<file path="config.mk">
export PLATFORM = sky130hd
export DESIGN_NAME = reply_frame_encoder
export DESIGN_NICKNAME = d
export VERILOG_FILES = /design/src/hw/skid_buffer.v /design/src/hw/reply_frame_encoder.v
export VERILOG_INCLUDE_DIRS = /design/src /design/src/common
export SDC_FILE = /design/constraint.sdc
export NUM_CORES = 1
export LEC_CHECK = 0
export BUFFER_PORTS_ARGS = -buffer_cell sky130_fd_sc_hd__buf_2
export CORE_MARGIN = 10
export CORE_UTILIZATION = 56
export DETAILED_ROUTE_END_ITERATION = 10
export HOLD_SLACK_MARGIN = 0.03
export PLACE_DENSITY = 0.79
export SKIP_CTS_REPAIR_TIMING = 1
export SLEW_MARGIN = 30
export SYNTH_ARGS = -nofsm -noshare
export SYNTH_HDL_FRONTEND = slang
export SYNTH_SLANG_ARGS = --single-unit
</file>
<file path="constraint.sdc">
create_clock -name clk -period 7.6 [get_ports clk]
set_input_delay 0.76 -clock clk [delete_from_list [all_inputs] [get_ports clk]]
set_output_delay 0.76 -clock clk [all_outputs]
set_load 0.05 [all_outputs]
</file>
<file path="src/common/frame_encoder_defines.vh">
// constants for the escaped binary reply frame encoder
`ifndef FRAME_ENCODER_DEFINES_VH
`define FRAME_ENCODER_DEFINES_VH
`define FRAME_START_BYTE 8'h1A
`define TYPE_MODE_AC 8'h31
`define TYPE_MODE_S_SHORT 8'h32
`define TYPE_MODE_S_LONG 8'h33
`define NO_STRENGTH_BYTE 8'hFF
`define NO_TIME_BYTE 8'h00
`define TIME_BYTES 6
`define LEN_MODE_AC 5'h02
`define LEN_MODE_S_SHORT 5'h07
`define LEN_MODE_S_LONG 5'h0E
`define KIND_MODE_AC 2'h0
`define KIND_MODE_S_SHORT 2'h1
`define KIND_MODE_S_LONG 2'h2
`define CLK_HZ 50000000
`define TICK_HZ 12000000
`define TICK_ACCUM_STEP 6'h0C
`define CLK_ACCUM_STEP 6'h32
`define TIMER_WIDTH 48
`endif

</file>
<file path="src/hw/skid_buffer.v">
// two-entry valid/ready buffer
`timescale 1ns/1ps
module skid_buffer #(
  parameter WIDTH = 8
) (
  // clock and reset
  input wire clk,
  input wire rst_n,
  // fill side
  input wire inValid,
  output wire inReady,
  input wire [WIDTH-1:0] inData,
  // drain side
  output wire outValid,
  input wire outReady,
  output wire [WIDTH-1:0] outData
);
  reg [WIDTH-1:0] store [0:1];
  reg rdIdx;
  reg wrIdx;
  reg [1:0] count;
  wire push;
  wire pop;

  assign inReady = (count != 2'h2);
  assign outValid = (count != 2'h0);
  assign outData = store[rdIdx];
  assign push = inValid && inReady;
  assign pop = outValid && outReady;

  always @(posedge clk) begin
    if (!rst_n) begin
      rdIdx <= 1'b0;
      wrIdx <= 1'b0;
      count <= 2'h0;
      store[0] <= {WIDTH{1'b0}};
      store[1] <= {WIDTH{1'b0}};
    end else begin
      if (push) begin
        store[wrIdx] <= inData;
        wrIdx <= ~wrIdx;
      end
      if (pop) begin
        rdIdx <= ~rdIdx;
      end
      if (push && !pop) begin
        count <= count + 2'h1;
      end else if (pop && !push) begin
        count <= count - 2'h1;
      end
    end
  end
endmodule

</file>
<file path="src/hw/reply_frame_encoder.v">
// escaped binary frame encoder for received transponder replies
`timescale 1ns/1ps
`include "frame_encoder_defines.vh"
// Behaviour
// - double every 0x1A after the start byte
// - output buffer never drops a doubled byte
// - start byte, type, six timestamp bytes
// - short Mode-S: 0x32, strength, seven bytes
// - long Mode-S: 0x33, strength, fourteen bytes
// - 12 MHz timestamp sampled at reception, MSB first
// - timestamp counter free-running, never aligned
// - no timestamp: six zero bytes
// - no strength: send 0xFF
// - squawk packed as four 3-bit nibble groups
module reply_frame_encoder #(
  parameter TIMER_WIDTH = `TIMER_WIDTH
) (
  // clock and reset
  input wire clk,
  input wire rst_n,
  // reply input
  input wire replyValid,
  output wire replyReady,
  input wire [1:0] replyKind,
  input wire [111:0] replyData,
  input wire [11:0] squawk,
  input wire [7:0] strength,
  input wire strengthKnown,
  input wire timeKnown,
  // byte stream output
  output wire byteValid,
  input wire byteReady,
  output wire [7:0] byteData,
  // free-running timer view
  output wire [TIMER_WIDTH-1:0] timerValue
);
  localparam ST_IDLE = 2'h0;
  localparam ST_START = 2'h1;
  localparam ST_BODY = 2'h2;
  localparam ST_DOUBLE = 2'h3;
  localparam [5:0] TICK_STEP = `TICK_ACCUM_STEP;
  localparam [5:0] CLK_STEP = `CLK_ACCUM_STEP;

  reg [1:0] state;
  reg [TIMER_WIDTH-1:0] timer;
  reg [5:0] phase;
  reg [TIMER_WIDTH-1:0] stamp;
  reg [7:0] typeCode;
  reg [7:0] level;
  reg [111:0] payload;
  reg [4:0] dataLen;
  reg [4:0] index;
  reg [4:0] lastIndex;
  reg [7:0] curByte;
  reg [7:0] bufIn;
  reg bufValid;
  wire bufReady;
  wire [15:0] acWord;
  wire [6:0] next_phase;
  wire [2:0] stampSlot;
  wire [4:0] dataSlot;

  // 12 MHz tick from 50 MHz by fractional accumulation
  assign next_phase = {1'b0, phase} + {1'b0, TICK_STEP};
  always @(posedge clk) begin
    if (!rst_n) begin
      phase <= 6'h00;
      timer <= {TIMER_WIDTH{1'b0}};
    end else if (next_phase >= {1'b0, CLK_STEP}) begin
      phase <= next_phase[5:0] - CLK_STEP;
      timer <= timer + {{(TIMER_WIDTH-1){1'b0}}, 1'b1};
    end else begin
      phase <= next_phase[5:0];
    end
  end
  assign timerValue = timer;

  // squawk groups A..D in low three bits of each nibble
  assign acWord = {1'b0, squawk[11:9], 1'b0, squawk[8:6],
                   1'b0, squawk[5:3], 1'b0, squawk[2:0]};
  assign replyReady = (state == ST_IDLE);

  // byte index: 0 type, 1..6 time, 7 strength, 8.. data
  assign stampSlot = 3'h6 - index[2:0];
  assign dataSlot = 5'h15 - index;
  always @* begin
    curByte = 8'h00;
    if (index == 5'h00) begin
      curByte = typeCode;
    end else if (index <= 5'h06) begin
      curByte = stamp[{stampSlot, 3'h0} +: 8];
    end else if (index == 5'h07) begin
      curByte = level;
    end else begin
      curByte = payload[{dataSlot[3:0], 3'h0} +: 8];
    end
  end

  always @* begin
    bufValid = 1'b0;
    bufIn = curByte;
    case (state)
      ST_START: begin
        bufValid = 1'b1;
        bufIn = `FRAME_START_BYTE;
      end
      ST_BODY: begin
        bufValid = 1'b1;
      end
      ST_DOUBLE: begin
        bufValid = 1'b1;
        bufIn = `FRAME_START_BYTE;
      end
      default: begin
        bufValid = 1'b0;
      end
    endcase
  end

  always @(posedge clk) begin
    if (!rst_n) begin
      state <= ST_IDLE;
      stamp <= {TIMER_WIDTH{1'b0}};
      typeCode <= 8'h00;
      level <= 8'h00;
      payload <= 112'h0;
      dataLen <= 5'h00;
      index <= 5'h00;
      lastIndex <= 5'h00;
    end else begin
      case (state)
        ST_IDLE: begin
          if (replyValid) begin
            stamp <= timeKnown ? timer : {TIMER_WIDTH{1'b0}};
            level <= strengthKnown ? strength : `NO_STRENGTH_BYTE;
            index <= 5'h00;
            state <= ST_START;
            case (replyKind)
              `KIND_MODE_AC: begin
                typeCode <= `TYPE_MODE_AC;
                payload <= {acWord, 96'h0};
                lastIndex <= 5'h07 + `LEN_MODE_AC;
              end
              `KIND_MODE_S_SHORT: begin
                typeCode <= `TYPE_MODE_S_SHORT;
                payload <= {replyData[55:0], 56'h0};
                lastIndex <= 5'h07 + `LEN_MODE_S_SHORT;
              end
              default: begin
                typeCode <= `TYPE_MODE_S_LONG;
                payload <= replyData;
                lastIndex <= 5'h07 + `LEN_MODE_S_LONG;
              end
            endcase
          end
        end
        ST_START: begin
          if (bufReady) begin
            state <= ST_BODY;
          end
        end
        ST_BODY: begin
          if (bufReady) begin
            if (curByte == `FRAME_START_BYTE) begin
              state <= ST_DOUBLE;
            end else if (index == lastIndex) begin
              state <= ST_IDLE;
            end else begin
              index <= index + 5'h01;
            end
          end
        end
        ST_DOUBLE: begin
          if (bufReady) begin
            if (index == lastIndex) begin
              state <= ST_IDLE;
            end else begin
              state <= ST_BODY;
              index <= index + 5'h01;
            end
          end
        end
        default: begin
          state <= ST_IDLE;
        end
      endcase
    end
  end

  // stalls here hold the encoder, so no escaped byte is lost
  skid_buffer #(
    .WIDTH(8)
  ) outBuffer (
    .clk(clk),
    .rst_n(rst_n),
    .inValid(bufValid),
    .inReady(bufReady),
    .inData(bufIn),
    .outValid(byteValid),
    .outReady(byteReady),
    .outData(byteData)
  );
endmodule

</file>
* Word-level counts from Yosys, hierarchy flattened
Memories as Yosys holds them, arrays and structs flattened. A register that Yosys moved wholly into a read port is not among the register bits.
Index checks and enable logic that the tools add are counted.
** Word-level totals
- Register bits :: 246
- Memory bits (writable) :: 16
- Output and inout bits :: 58
- Memories kept :: 1
** Cells by class
- Add/sub/neg operators :: 8
- Order comparisons :: 2
- Equal/unequal tests :: 14
- Shift operators :: 2
- Multiplexer cells :: 36
- Bitwise logic cells :: 2
- Reductions and logical operators :: 18
** Memories
- outBuffer.store :: words 2, bits a word 8, rd ports 1, clocked after Yosys merged registers in 1, wr ports 2, RTL line skid_buffer.v:18 : reg [WIDTH-1:0] store [0:1];
** Operators with widths (number)
- $pmux 112 s2 :: 1
- $shiftx 112x8->8 :: 1
- $add 48x1->48 const B :: 1
- $mux 48 :: 1
- $mux 8 :: 6
- $shiftx 48x7->8 :: 1
- $mux 5 :: 5
- $mux 2 :: 9
- $pmux 5 s3 :: 1
- $pmux 5 s2 :: 1
- $reduce_and 5->1 :: 2
- $mux 1 :: 9
- $eq 8x5->1 const B :: 1
- $pmux 2 s4 :: 1
- $reduce_or 8->1 :: 1
- $add 6x4->7 const B :: 1
- $ge 7x6->1 const B :: 1
- $mux 6 :: 1
- $ne 2x1->1 const B :: 3
- $ne 2x2->1 const B :: 3
- $sub 6x6->6 const B :: 1
- $add 5x1->5 const B :: 1
- $eq 5x3->1 const B :: 1
- $eq 5x5->1 :: 1
- 19 further kinds :: 28

* Logic depth before layout (Yosys ltp)
Gate-level depths: netlist of the first run.
- Word-level depth :: 9
- Gate-level depth with buffers :: 16
- Mapped depth without buffers :: 10

* Hierarchy
From an unflattened synthesis of the first run, not the netlist that was laid out.
** Unflattened totals
- Cells, all modules :: 1419
- Area, all modules :: 12110.4 µm²
** By module, submodules not included
- reply_frame_encoder :: instances 1, cells each 1343, area each 11167.0 µm²
- skid_buffer :: instances 1, cells each 76, area each 943.4 µm²

* Least setup slack after synthesis of the first run
Ideal clock, no wire load.
- Path type :: reg2reg
- From :: register index[0]
- To :: register index[2]
- Library setup time :: 79 ps
- Data arrival time :: 3082 ps
- Setup slack :: 4440 ps
- Stages on the path, launching flop included :: 16
- Period minus slack after synthesis :: 3160 ps
- Path through :: dfxtp_1 > buf_4 > buf_2 > buf_2 > inv_1 > ha_1 > buf_2 > clkbuf_1 > mux4_2 > nand2_1 > a21oi_1 > inv_1 > a211oi_2 > nand4_2 > mux2_4 > o211ai_1
** On the way
- Longest elaborated chain between the ends :: 8
- Elaborated cells between the ends (all ways) :: 20
** Ends and longest elaborated chain
- start: declaration :: RTL line reply_frame_encoder.v:52 : reg [4:0] index;
- start signal: assignment :: RTL line reply_frame_encoder.v:169 : index <= index + 5'h01;
- start signal: assignment :: RTL line reply_frame_encoder.v:179 : index <= index + 5'h01;
- $sub 3x4->4 :: RTL line reply_frame_encoder.v:85 : assign dataSlot = 5'h15 - index;
- $shiftx 112x8->8 :: RTL line reply_frame_encoder.v:95 : curByte = payload[{dataSlot[3:0], 3'h0} +: 8];
- $mux 8 :: RTL line reply_frame_encoder.v:92 : end else if (index == 5'h07) begin
- $mux 8 :: RTL line reply_frame_encoder.v:90 : end else if (index <= 5'h06) begin
- $mux 8 :: RTL line reply_frame_encoder.v:88 : if (index == 5'h00) begin
- $eq 8x5->1 (no line)
- $ne 2x2->1 (no line)
- $reduce_and 5->1 (no line)
Several ways; a longest one is shown, not always the timed one. The select of a mux whose other input is x is not followed.
A chain may end at the register's enable or synchronous reset.

* Worst setup path after layout of the first run
Ends and elaborated chain as after synthesis.

==> results of run 1 <==
[registers in the layout, indices dropped and copies added, names as in the netlist, named ones only]
register	count
payload	112
stamp	48
timerValue	48
outBuffer.store	16
level	8
index	5
lastIndex	5
phase	5
outBuffer.count	2
state	2
outBuffer.rdIdx	1
outBuffer.wrIdx	1
typeCode	1
[cell usage after synthesis (all sizes together), types with 4 or more instances]
library cell  count  share of area [%]
dfxtp           239                 39
nand2           230                7.0
nor2            161                4.9
a21oi           151                6.1
nand3           135                5.6
clkbuf           99                3.0
nor3             63                2.6
o21ai            34                1.4
a211oi           33                2.1
xor2             31                2.3
mux2i            27                2.2
mux4             25                4.6
mux2             24                2.2
buf              23                1.2
xnor2            23                1.8
a221oi           22                1.6
inv              19               0.58
or3              18               0.91
edfxtp           16                3.9
nand4            14               0.76
ha               11                1.1
and3              9               0.46
nor3b             8               0.49
and2              5               0.25
nand2b            5               0.31
a31o              4               0.28
and4              4               0.28
nor2b             4               0.20
[per-stage QoR]
| stage | cell area [um^2] | util, % | instances |
|---|---|---|---|
| after CTS | 14200 | 65.0 | 1893 |
| after floorplan | 12400 | - | 1480 |
| after detailed placement | 13300 | 61.0 | 1844 |
| after global placement | 13300 | 61.0 | 1844 |
| after global routing | 14200 | 65.2 | 1894 |
| final | 14200 | 65.2 | 1894 |
[per-layer routing]
metal  vias up  wire [um]  GRT usage (%)
met4         0        820           6.13
met5         -          0              0
met3        68       3030           4.47
met1      5321      15500           32.1
li1       5428          -              -
met2       502      17000           39.6
[kinds of logic after synthesis]
| family | share of synthesized area (%) |
|---|---|
| buffers and inverters | 4.79 |
| muxes | 9.04 |
| and+or+nand+nor | 25.1 |
| DFF | 42.6 |
| adders and majority gates | 1.11 |
| xor gates and xnor gates | 4.04 |
| AOI/OAI and AO/OA | 13.4 |
[worst max-delay path by stage]
| stage | startpoint | to | slack (ns) |
|---|---|---|---|
| final | index[0] | index[2] | 3.94 |
| after global routing | index[0] | index[2] | 3.71 |
| after CTS | index[0] | index[2] | 3.98 |
| after detailed placement | index[0] | index[2] | 3.98 |
| after global placement | index[0] | index[2] | 4.03 |
| after floorplan | index[0] | index[2] | 4.44 |
[tightest hold or removal path, cell delays in order (launching register included)]
cell                      delay (ns)
sky130_fd_sc_hd__dfxtp_1        0.31
sky130_fd_sc_hd__nand2_1        0.05
sky130_fd_sc_hd__a21oi_1        0.05
[cell type report]
| class | instances | area, um^2 |
|---|---|---|
| multi-input cells | 1084 | 6520 |
| clock inverters | 5 | 27.5 |
| clock buffers | 44 | 851 |
| flip-flops and latches | 255 | 5270 |
| fillers | 1841 | 7580 |
| inverters | 19 | 76.3 |
| well taps | 280 | 350 |
| repair buffers | 207 | 1080 |
[where the power goes]
part           switching (mW)  internal, mW
sequential             0.0787          1.46
combinational           0.456         0.234
clock                   0.527         0.760
total                    1.06          2.45
==> impl_metrics.ini, run 1 <==
[timing]
max_clock_freq_mhz = 273
transition_time_at_the_pin_with_the_least_slew_margin_ns = 0.935
maxSlewHeadroom_pct = 37.5
report.final.hold_viol_count = 0
tns_ns = 0
post_route_skew_ns = 0.0109
min_period_over_period_pct = 48.2
timing.hold.ws_ns = 0.451
grt_setup_unrepaired = false
setup_viol = 0
setup_ws_ns = 3.94
number_of_max_slew_violations_in_the_final_report = 0
period_minus_slack_ns = 3.66

[die]
fp-row-count = 54
die-area_um2 = 28400
initial_core_utilization_pct = 56.8
core_area_um2 = 21800
pin_count = 198
die_height_um = 169
die_width_um = 169

[detailed_routing]
initial_drc_count = 1235
routed_wirelength_mm = 36.3
drt-pass1-iter-count = 8
antenna_left = 0
route.detailed.drc = 0
vias = 11300
route.detailed.wl_per_inst_um = 19.2
vias_per_cell = 5.98

[pwr]
finalPower_mw = 3.51
leakage_nw = 5.33
pwr_cell_area_nw_per_um2 = 248
ir_drop_uv = 154

[setup_path]
critical_path.n_buffers_inverters = 2
worstSetupEndpointType = flip-flop
ff2ff_setup_slack_ns = 3.94
path_delay_family = buffers and inverters
crit_path_max_incr_delay_ns = 0.72
critPathSlowestCell = sky130_fd_sc_hd__ha_1
worst_r2r_startpoint = index[0]
critical_path.startpoint_type = flip-flop
critical_path_depth = 11
worst-path-max-fanout = 48
r2r-end = index[2]
sequence_of_cells_on_the_critical_path = buf_4 > inv_1 > ha_1 > mux4_2 > nand2_1 > a21oi_1 > a31o_2 > nor4_1 > nand4_2 > mux2_4 > o211ai_1
critical_path_arrival_ns = 4.11
critPathRequiredTime_ns = 8.05
worstSetupPathType = reg2reg
ff2ff_path_depth = 11

[grt]
globalRouteOverflowTotal = 0
grt_pass1_vias = 10800
grt_start_max_net_pins = 106
global_route.usage.total_pct = 24.1
wire_length_of_the_first_global_routing_pass_mm = 57.3
grt_antenna_before_repair = 0

[run]
drv_cap = 0

[clocking]
ctsHtreeMaxLevel = 1
clock_latency_ns = 0.53
cts_num_sinks = 255
cts_buffers = 27
clk_pin_slew_ns = 0.06
cts_tree = done
ctsLongestPathBuffers = 3
cts_root_buf = sky130_fd_sc_hd__clkbuf_16

[cells_and_area]
fraction_of_layout_instances_using_a_drive_strength_above_1_pct = 20.0
layout.cells.most_common = sky130_fd_sc_hd__dfxtp_1
mostFrequentLayoutCells = sky130_fd_sc_hd__dfxtp_1, sky130_fd_sc_hd__nand2_1, sky130_fd_sc_hd__buf_2
final_nets = 1745
n_antenna_cell = 0
area_growth_syn_to_layout_pct = 14.6

[synth]
synth-main-ff-cell = sky130_fd_sc_hd__dfxtp_1
ys_seq_elements = 255
post_synth_num_cell_types = 72
postSynthAreaPerCell_um2 = 8.36
synth_nets = 1631
synth-seq-area-share_pct = 42.6
ys_warnings = 0
synth-edff-count = 16
synth_area_um2 = 12400
postSynthCellCount = 1480
synth-async-reset-ratio_pct = 0

[place]
dp.final_hpwl_mm = 26.0
post-place-ws_ns = 3.98
port_buffers = 197
gp_routability_congestion = 0.888

[worst_hold_path]
hold_end = stamp[43]
min-delay-path-class = reg2reg
hold_path.startpoint = stamp[43]
worstHoldPathCells = 2

[outcome]
run_status = complete, no violations
Power figures use the tool's default switching activity.
==> inputs of run 2 (changes only) <==
--- a/config.mk
+++ b/config.mk
@@ -8,10 +8,10 @@
 export LEC_CHECK = 0
 export BUFFER_PORTS_ARGS = -buffer_cell sky130_fd_sc_hd__buf_2
 export CORE_MARGIN = 10
-export CORE_UTILIZATION = 56
+export CORE_UTILIZATION = 52
 export DETAILED_ROUTE_END_ITERATION = 10
 export HOLD_SLACK_MARGIN = 0.03
-export PLACE_DENSITY = 0.79
+export PLACE_DENSITY = 0.77
 export SKIP_CTS_REPAIR_TIMING = 1
 export SLEW_MARGIN = 30
 export SYNTH_ARGS = -nofsm -noshare
==> constraint.sdc (replaced) <==
create_clock -name clk -period 2.93 [get_ports clk]
set_input_delay 0.293 -clock clk [delete_from_list [all_inputs] [get_ports clk]]
set_output_delay 0.293 -clock clk [all_outputs]
set_load 0.05 [all_outputs]
==> run 2 against run 1 <==
  * Clock skew grew 0.0035 ns
  * Count of clock-buffer cells in the layout is 6 lower
  * Routed wire length increased by 4.0%
  * Cell count increased by 3.8%
  * Via count up 2.3%
  * Sequential power rose to 2.6 times the previous value
  * First-iteration DRC count fell by 0.89%
  * Worst setup slack got worse by 3.8 ns
  * Maximum frequency increased by 31%
  * Combinational power grew to 2.7 times the previous value
  * Hold slack lost 0.42 ns
==> impl_metrics.ini, run 2 (synthesized netlist as in run 1, its figures left out) <==
[pwr]
pwr_cell_area_nw_per_um2 = 648
power.net_switching_mw = 2.81
seq_power_share_pct = 42.0
internal_power_mw = 6.72
finalPower_mw = 9.53
ir_drop_uv = 363
leakage_nw = 5.59
clock_power_share_pct = 38.6
switching_share_of_power_pct = 29.5
comb_power_share_pct = 19.4

[outcome]
run_status = complete, no violations

[setup_path]
worstSetupEndpointType = flip-flop
sequence_of_cells_on_the_critical_path = buf_12 > mux4_1 > mux2_2 > o221ai_1 > a22o_1 > and3_1 > nand4_2 > mux2_4 > o211ai_1
path_delay_family = multiplexers
critical_path.startpoint_type = flip-flop
critPathRequiredTime_ns = 3.38
critical_path.n_buffers_inverters = 1
worst-path-max-fanout = 9
worstSetupPathType = reg2reg
critical_path_arrival_ns = 3.24
critPathSlowestCell = sky130_fd_sc_hd__mux4_1
crit_path_max_incr_delay_ns = 0.56

[die]
pin_count = 198
fp-row-count = 56
initial_core_utilization_pct = 52.7
die_height_um = 174
core_area_um2 = 23500
die-area_um2 = 30400
die_width_um = 174

[clocking]
cts_num_sinks = 255
clk_pin_slew_ns = 0.06
ctsHtreeMaxLevel = 1
cts_root_buf = sky130_fd_sc_hd__clkbuf_16
cts_buffers = 27
ctsLongestPathBuffers = 3
clock_latency_ns = 0.53
cts_tree = done

[timing]
setup_viol = 0
max_clock_freq_mhz = 359
tns_ns = 0
post_route_skew_ns = 0.0144
setup_ws_ns = 0.147
period_minus_slack_ns = 2.78
min_period_over_period_pct = 95.0
grt_setup_unrepaired = false
timing.hold.ws_ns = 0.0277
report.final.hold_viol_count = 0
number_of_max_slew_violations_in_the_final_report = 0
transition_time_at_the_pin_with_the_least_slew_margin_ns = 0.866
maxSlewHeadroom_pct = 42.3

[cells_and_area]
layout.cells.most_common = sky130_fd_sc_hd__dfxtp_1
fraction_of_layout_instances_using_a_drive_strength_above_1_pct = 21.9
final_nets = 1780
registers.top_by_ff_count = payload
largest_register_ff_count = 112
n_antenna_cell = 0
area_growth_syn_to_layout_pct = 18.9
final_core_utilization_pct = 62.6
mostFrequentLayoutCells = sky130_fd_sc_hd__dfxtp_1, sky130_fd_sc_hd__nand2_1, sky130_fd_sc_hd__buf_2

[detailed_routing]
initial_drc_count = 1224
vias = 11600
drt-pass1-iter-count = 8
route.detailed.wl_per_inst_um = 19.2
route.detailed.drc = 0
antenna_left = 0
routed_wirelength_mm = 37.8
vias_per_cell = 5.89

[place]
gp_routability_congestion = 0.965
port_buffers = 197
dp.final_hpwl_mm = 27.1
post-place-ws_ns = 0.159

[grt]
wire_length_of_the_first_global_routing_pass_mm = 60.4
grt_pass1_vias = 11100
global_route.usage.total_pct = 23.7
grt_antenna_before_repair = 0
grt_start_max_net_pins = 233
globalRouteOverflowTotal = 0

[run]
drv_cap = 0

[worst_hold_path]
min-delay-path-class = in2reg
run 2: per-layer routing:
layer / vias up / wire length [um] / share of wire, % / GRT usage [%]
li1: 5506 / - / - / -
met1: 5499 / 16200 / 43 / 32.2
met2: 482 / 17900 / 47 / 38.3
met3: 94 / 2700 / 7.1 / 3.90
met4: 0 / 1040 / 2.8 / 6.34
met5: - / 0 / 0 / 0
run 2: per-stage QoR:
stage	cell area (um^2)	instances
after floorplan	12400	1480
after global placement	13700	1916
after detailed placement	13700	1916
after CTS	14600	1963
after global routing	14700	1966
final	14700	1966
run 2: area by class of cell:
type / count / area, um^2
Sequential cell: 255 / 5270
Clock buffer: 38 / 810
Multi-Input combinational cell: 1084 / 6540
Timing Repair Buffer: 242 / 1460
Tap cell: 319 / 399
Clock inverter: 9 / 149
Fill cell: 2031 / 8770
Inverter: 19 / 76.3
run 2: tightest hold or removal path: cells and delay by family:
family / cells / cell delay [ns]
and+or+nand+nor: 1 / 0.06
AOI/OAI and AO/OA: 1 / 0.06
buffers and inverters: 1 / 0.10
run 2: path summary, 6_finish.rpt:
check | startpoint | endpoint | slack (ns) | depth (start not counted)
max reg2reg | index[1] | index[2] | 0.15 | 9
min | replyData[9] | payload[9] | 0.03 | 3
max | index[1] | index[2] | 0.15 | 9
min reg2reg | payload[14] | payload[14] | 0.45 | 2
run 2: power groups by stage:
stage	Sequential [mW]	Clock, mW	Combinational, mW
final	4.00	3.68	1.84
after global routing	4.03	3.85	2.02
after CTS	4.00	3.71	1.82
after detailed placement	4.07	0	1.81
after global placement	4.06	0	1.78
after floorplan	3.98	0	1.35
==> inputs of run 3 (changes only) <==
--- a/config.mk
+++ b/config.mk
@@ -7,7 +7,7 @@
 export NUM_CORES = 1
 export LEC_CHECK = 0
 export BUFFER_PORTS_ARGS = -buffer_cell sky130_fd_sc_hd__buf_2
-export CORE_MARGIN = 10
+export CORE_MARGIN = 1.5
 export CORE_UTILIZATION = 52
 export DETAILED_ROUTE_END_ITERATION = 10
 export HOLD_SLACK_MARGIN = 0.03
==> run 3 against run 2 <==
  * Critical endpoint unchanged
  * Via count shrank 0.21%
  * Largest power group unchanged
  * Routed wire length down 4.6%
  * Total power is 1.0% lower
  * Sequential share of layout area grew 0.10 points
  * Maximum frequency decreased by 0.26%
  * Utilization hardly changed
==> impl_metrics.ini, run 3 (synthesized netlist as in run 1, its figures left out) <==
[timing]
max_clock_freq_mhz = 358
min_period_over_period_pct = 95.2
setup_ws_ns = 0.139
maxSlewHeadroom_pct = 43.9
post_route_skew_ns = 0.0182
report.final.hold_viol_count = 0
setup_viol = 0
grt_setup_unrepaired = false
period_minus_slack_ns = 2.79
number_of_max_slew_violations_in_the_final_report = 0
transition_time_at_the_pin_with_the_least_slew_margin_ns = 0.841
tns_ns = 0

[die]
die-area_um2 = 24700
die_height_um = 157
pin_count = 198
die_width_um = 157
core_area_um2 = 23400
initial_core_utilization_pct = 52.8
fp-row-count = 56

[setup_path]
critical_path.startpoint_type = flip-flop
critical_path_arrival_ns = 3.24
ff2ff_setup_slack_ns = 0.14
critical_path.n_buffers_inverters = 1
path_delay_family = multiplexers
ff2ff_path_depth = 9
critPathRequiredTime_ns = 3.38
crit_path_max_incr_delay_ns = 0.55
worstSetupPathType = reg2reg
r2r-end = index[2]
critPathSlowestCell = sky130_fd_sc_hd__mux4_1
worst-path-max-fanout = 6
worst_r2r_startpoint = index[1]
sequence_of_cells_on_the_critical_path = buf_4 > mux4_1 > mux2_2 > o221ai_1 > a22o_1 > and3_1 > nand4_4 > mux2_4 > o211ai_1
worstSetupEndpointType = flip-flop

[clocking]
ctsHtreeMaxLevel = 1
clock_latency_ns = 0.53
cts_num_sinks = 255
clk_pin_slew_ns = 0.07
ctsLongestPathBuffers = 3
cts_buffers = 27
cts_root_buf = sky130_fd_sc_hd__clkbuf_16
cts_tree = done

[detailed_routing]
vias = 11600
antenna_left = 0
route.detailed.wl_per_inst_um = 18.3
initial_drc_count = 1098
routed_wirelength_mm = 36.0
drt-pass1-iter-count = 6
vias_per_cell = 5.86
route.detailed.drc = 0

[grt]
global_route.usage.total_pct = 28.5
grt_start_max_net_pins = 233
grt_pass1_vias = 10300
grt_antenna_before_repair = 0
globalRouteOverflowTotal = 0
wire_length_of_the_first_global_routing_pass_mm = 55.5

[worst_hold_path]
worstHoldPathCells = 3
hold_end = payload[8]
min-delay-path-class = in2reg
hold_path.startpoint = replyData[8]

[outcome]
run_status = complete, no violations

[pwr]
leakage_nw = 5.57
pwr_cell_area_nw_per_um2 = 643
ir_drop_uv = 430

[cells_and_area]
final-instance-count-excl-fill = 1973
fraction_of_layout_instances_using_a_drive_strength_above_1_pct = 22.2
area_growth_syn_to_layout_pct = 18.6
final_nets = 1785
mostFrequentLayoutCells = sky130_fd_sc_hd__dfxtp_1, sky130_fd_sc_hd__nand2_1, sky130_fd_sc_hd__buf_2
registers.top_by_ff_count = payload
n_antenna_cell = 0
largest_register_ff_count = 112
layout.cells.most_common = sky130_fd_sc_hd__dfxtp_1

[place]
gp_routability_congestion = 0.938
placedCellCount = 1920
dp.final_hpwl_mm = 25.7
port_buffers = 197
post-place-ws_ns = 0.174

[run]
drv_cap = 0
[run 3: changes by cell type in the layout (fill, tap and decap cells not counted), sizes merged]
cell,change
clkinvlp,+3
clkinv,+3
clkbuf,-3
bufinv,-1
buf,+5
[run 3: layout make-up]
| cell class | count | area (um^2) |
|---|---|---|
| clock buffers | 35 | 767 |
| multi-input cells | 1084 | 6540 |
| well taps | 319 | 399 |
| flip-flops and latches | 255 | 5270 |
| fillers | 2063 | 8740 |
| inverters | 19 | 76.3 |
| clock inverters | 14 | 170 |
| repair buffers | 247 | 1450 |
[run 3: power by group]
part	total, mW	internal [mW]	switching, mW
clock network	3.57	2.12	1.45
logic	1.85	0.671	1.18
registers	4.00	3.79	0.218
total	9.43	6.58	2.85
[run 3: stage by stage]
| stage | util, % | power, mW | hold WS, ns | instance area (um^2) |
|---|---|---|---|---|
| after floorplan | - | 5.33 | 0.427 | 12400 |
| final | 62.7 | 9.43 | 0.0285 | 14700 |
| after detailed placement | 58.4 | 5.89 | 0.443 | 13700 |
| after global placement | 58.4 | 5.86 | 0.436 | 13700 |
| after global routing | 62.7 | 9.79 | 0.0392 | 14700 |
| after CTS | 62.4 | 9.43 | 0.0124 | 14600 |
[run 3: per-layer routing]
metal / vias to the layer above / GRT usage [%] / part of all wire (%)
met1: 5500 / 40.6 / 44
met2: 477 / 44.2 / 46
li1: 5519 / - / -
met5: - / 0 / 0
met4: 0 / 8.27 / 2.4
met3: 61 / 4.93 / 8.0
[run 3: worst reg2reg max path: stages (launching register included)]
cell,delay [ns]
sky130_fd_sc_hd__dfxtp_2,0.37
sky130_fd_sc_hd__buf_4,0.20
sky130_fd_sc_hd__mux4_1,0.55
sky130_fd_sc_hd__mux2_2,0.32
sky130_fd_sc_hd__o221ai_1,0.25
sky130_fd_sc_hd__a22o_1,0.20
sky130_fd_sc_hd__and3_1,0.21
sky130_fd_sc_hd__nand4_4,0.18
sky130_fd_sc_hd__mux2_4,0.34
sky130_fd_sc_hd__o211ai_1,0.09
[run 3: how the worst max path moves through the flow]
stage | from | endpoint | cells after the start
2_1_floorplan | index[0] | index[2] | 15
5_1_grt | index[1] | index[2] | 11
6_report | index[1] | index[2] | 9
3_5_place_dp | index[1] | index[2] | 9
3_3_place_gp | index[1] | index[2] | 9
4_1_cts | phase[2] | timerValue[36] | 9
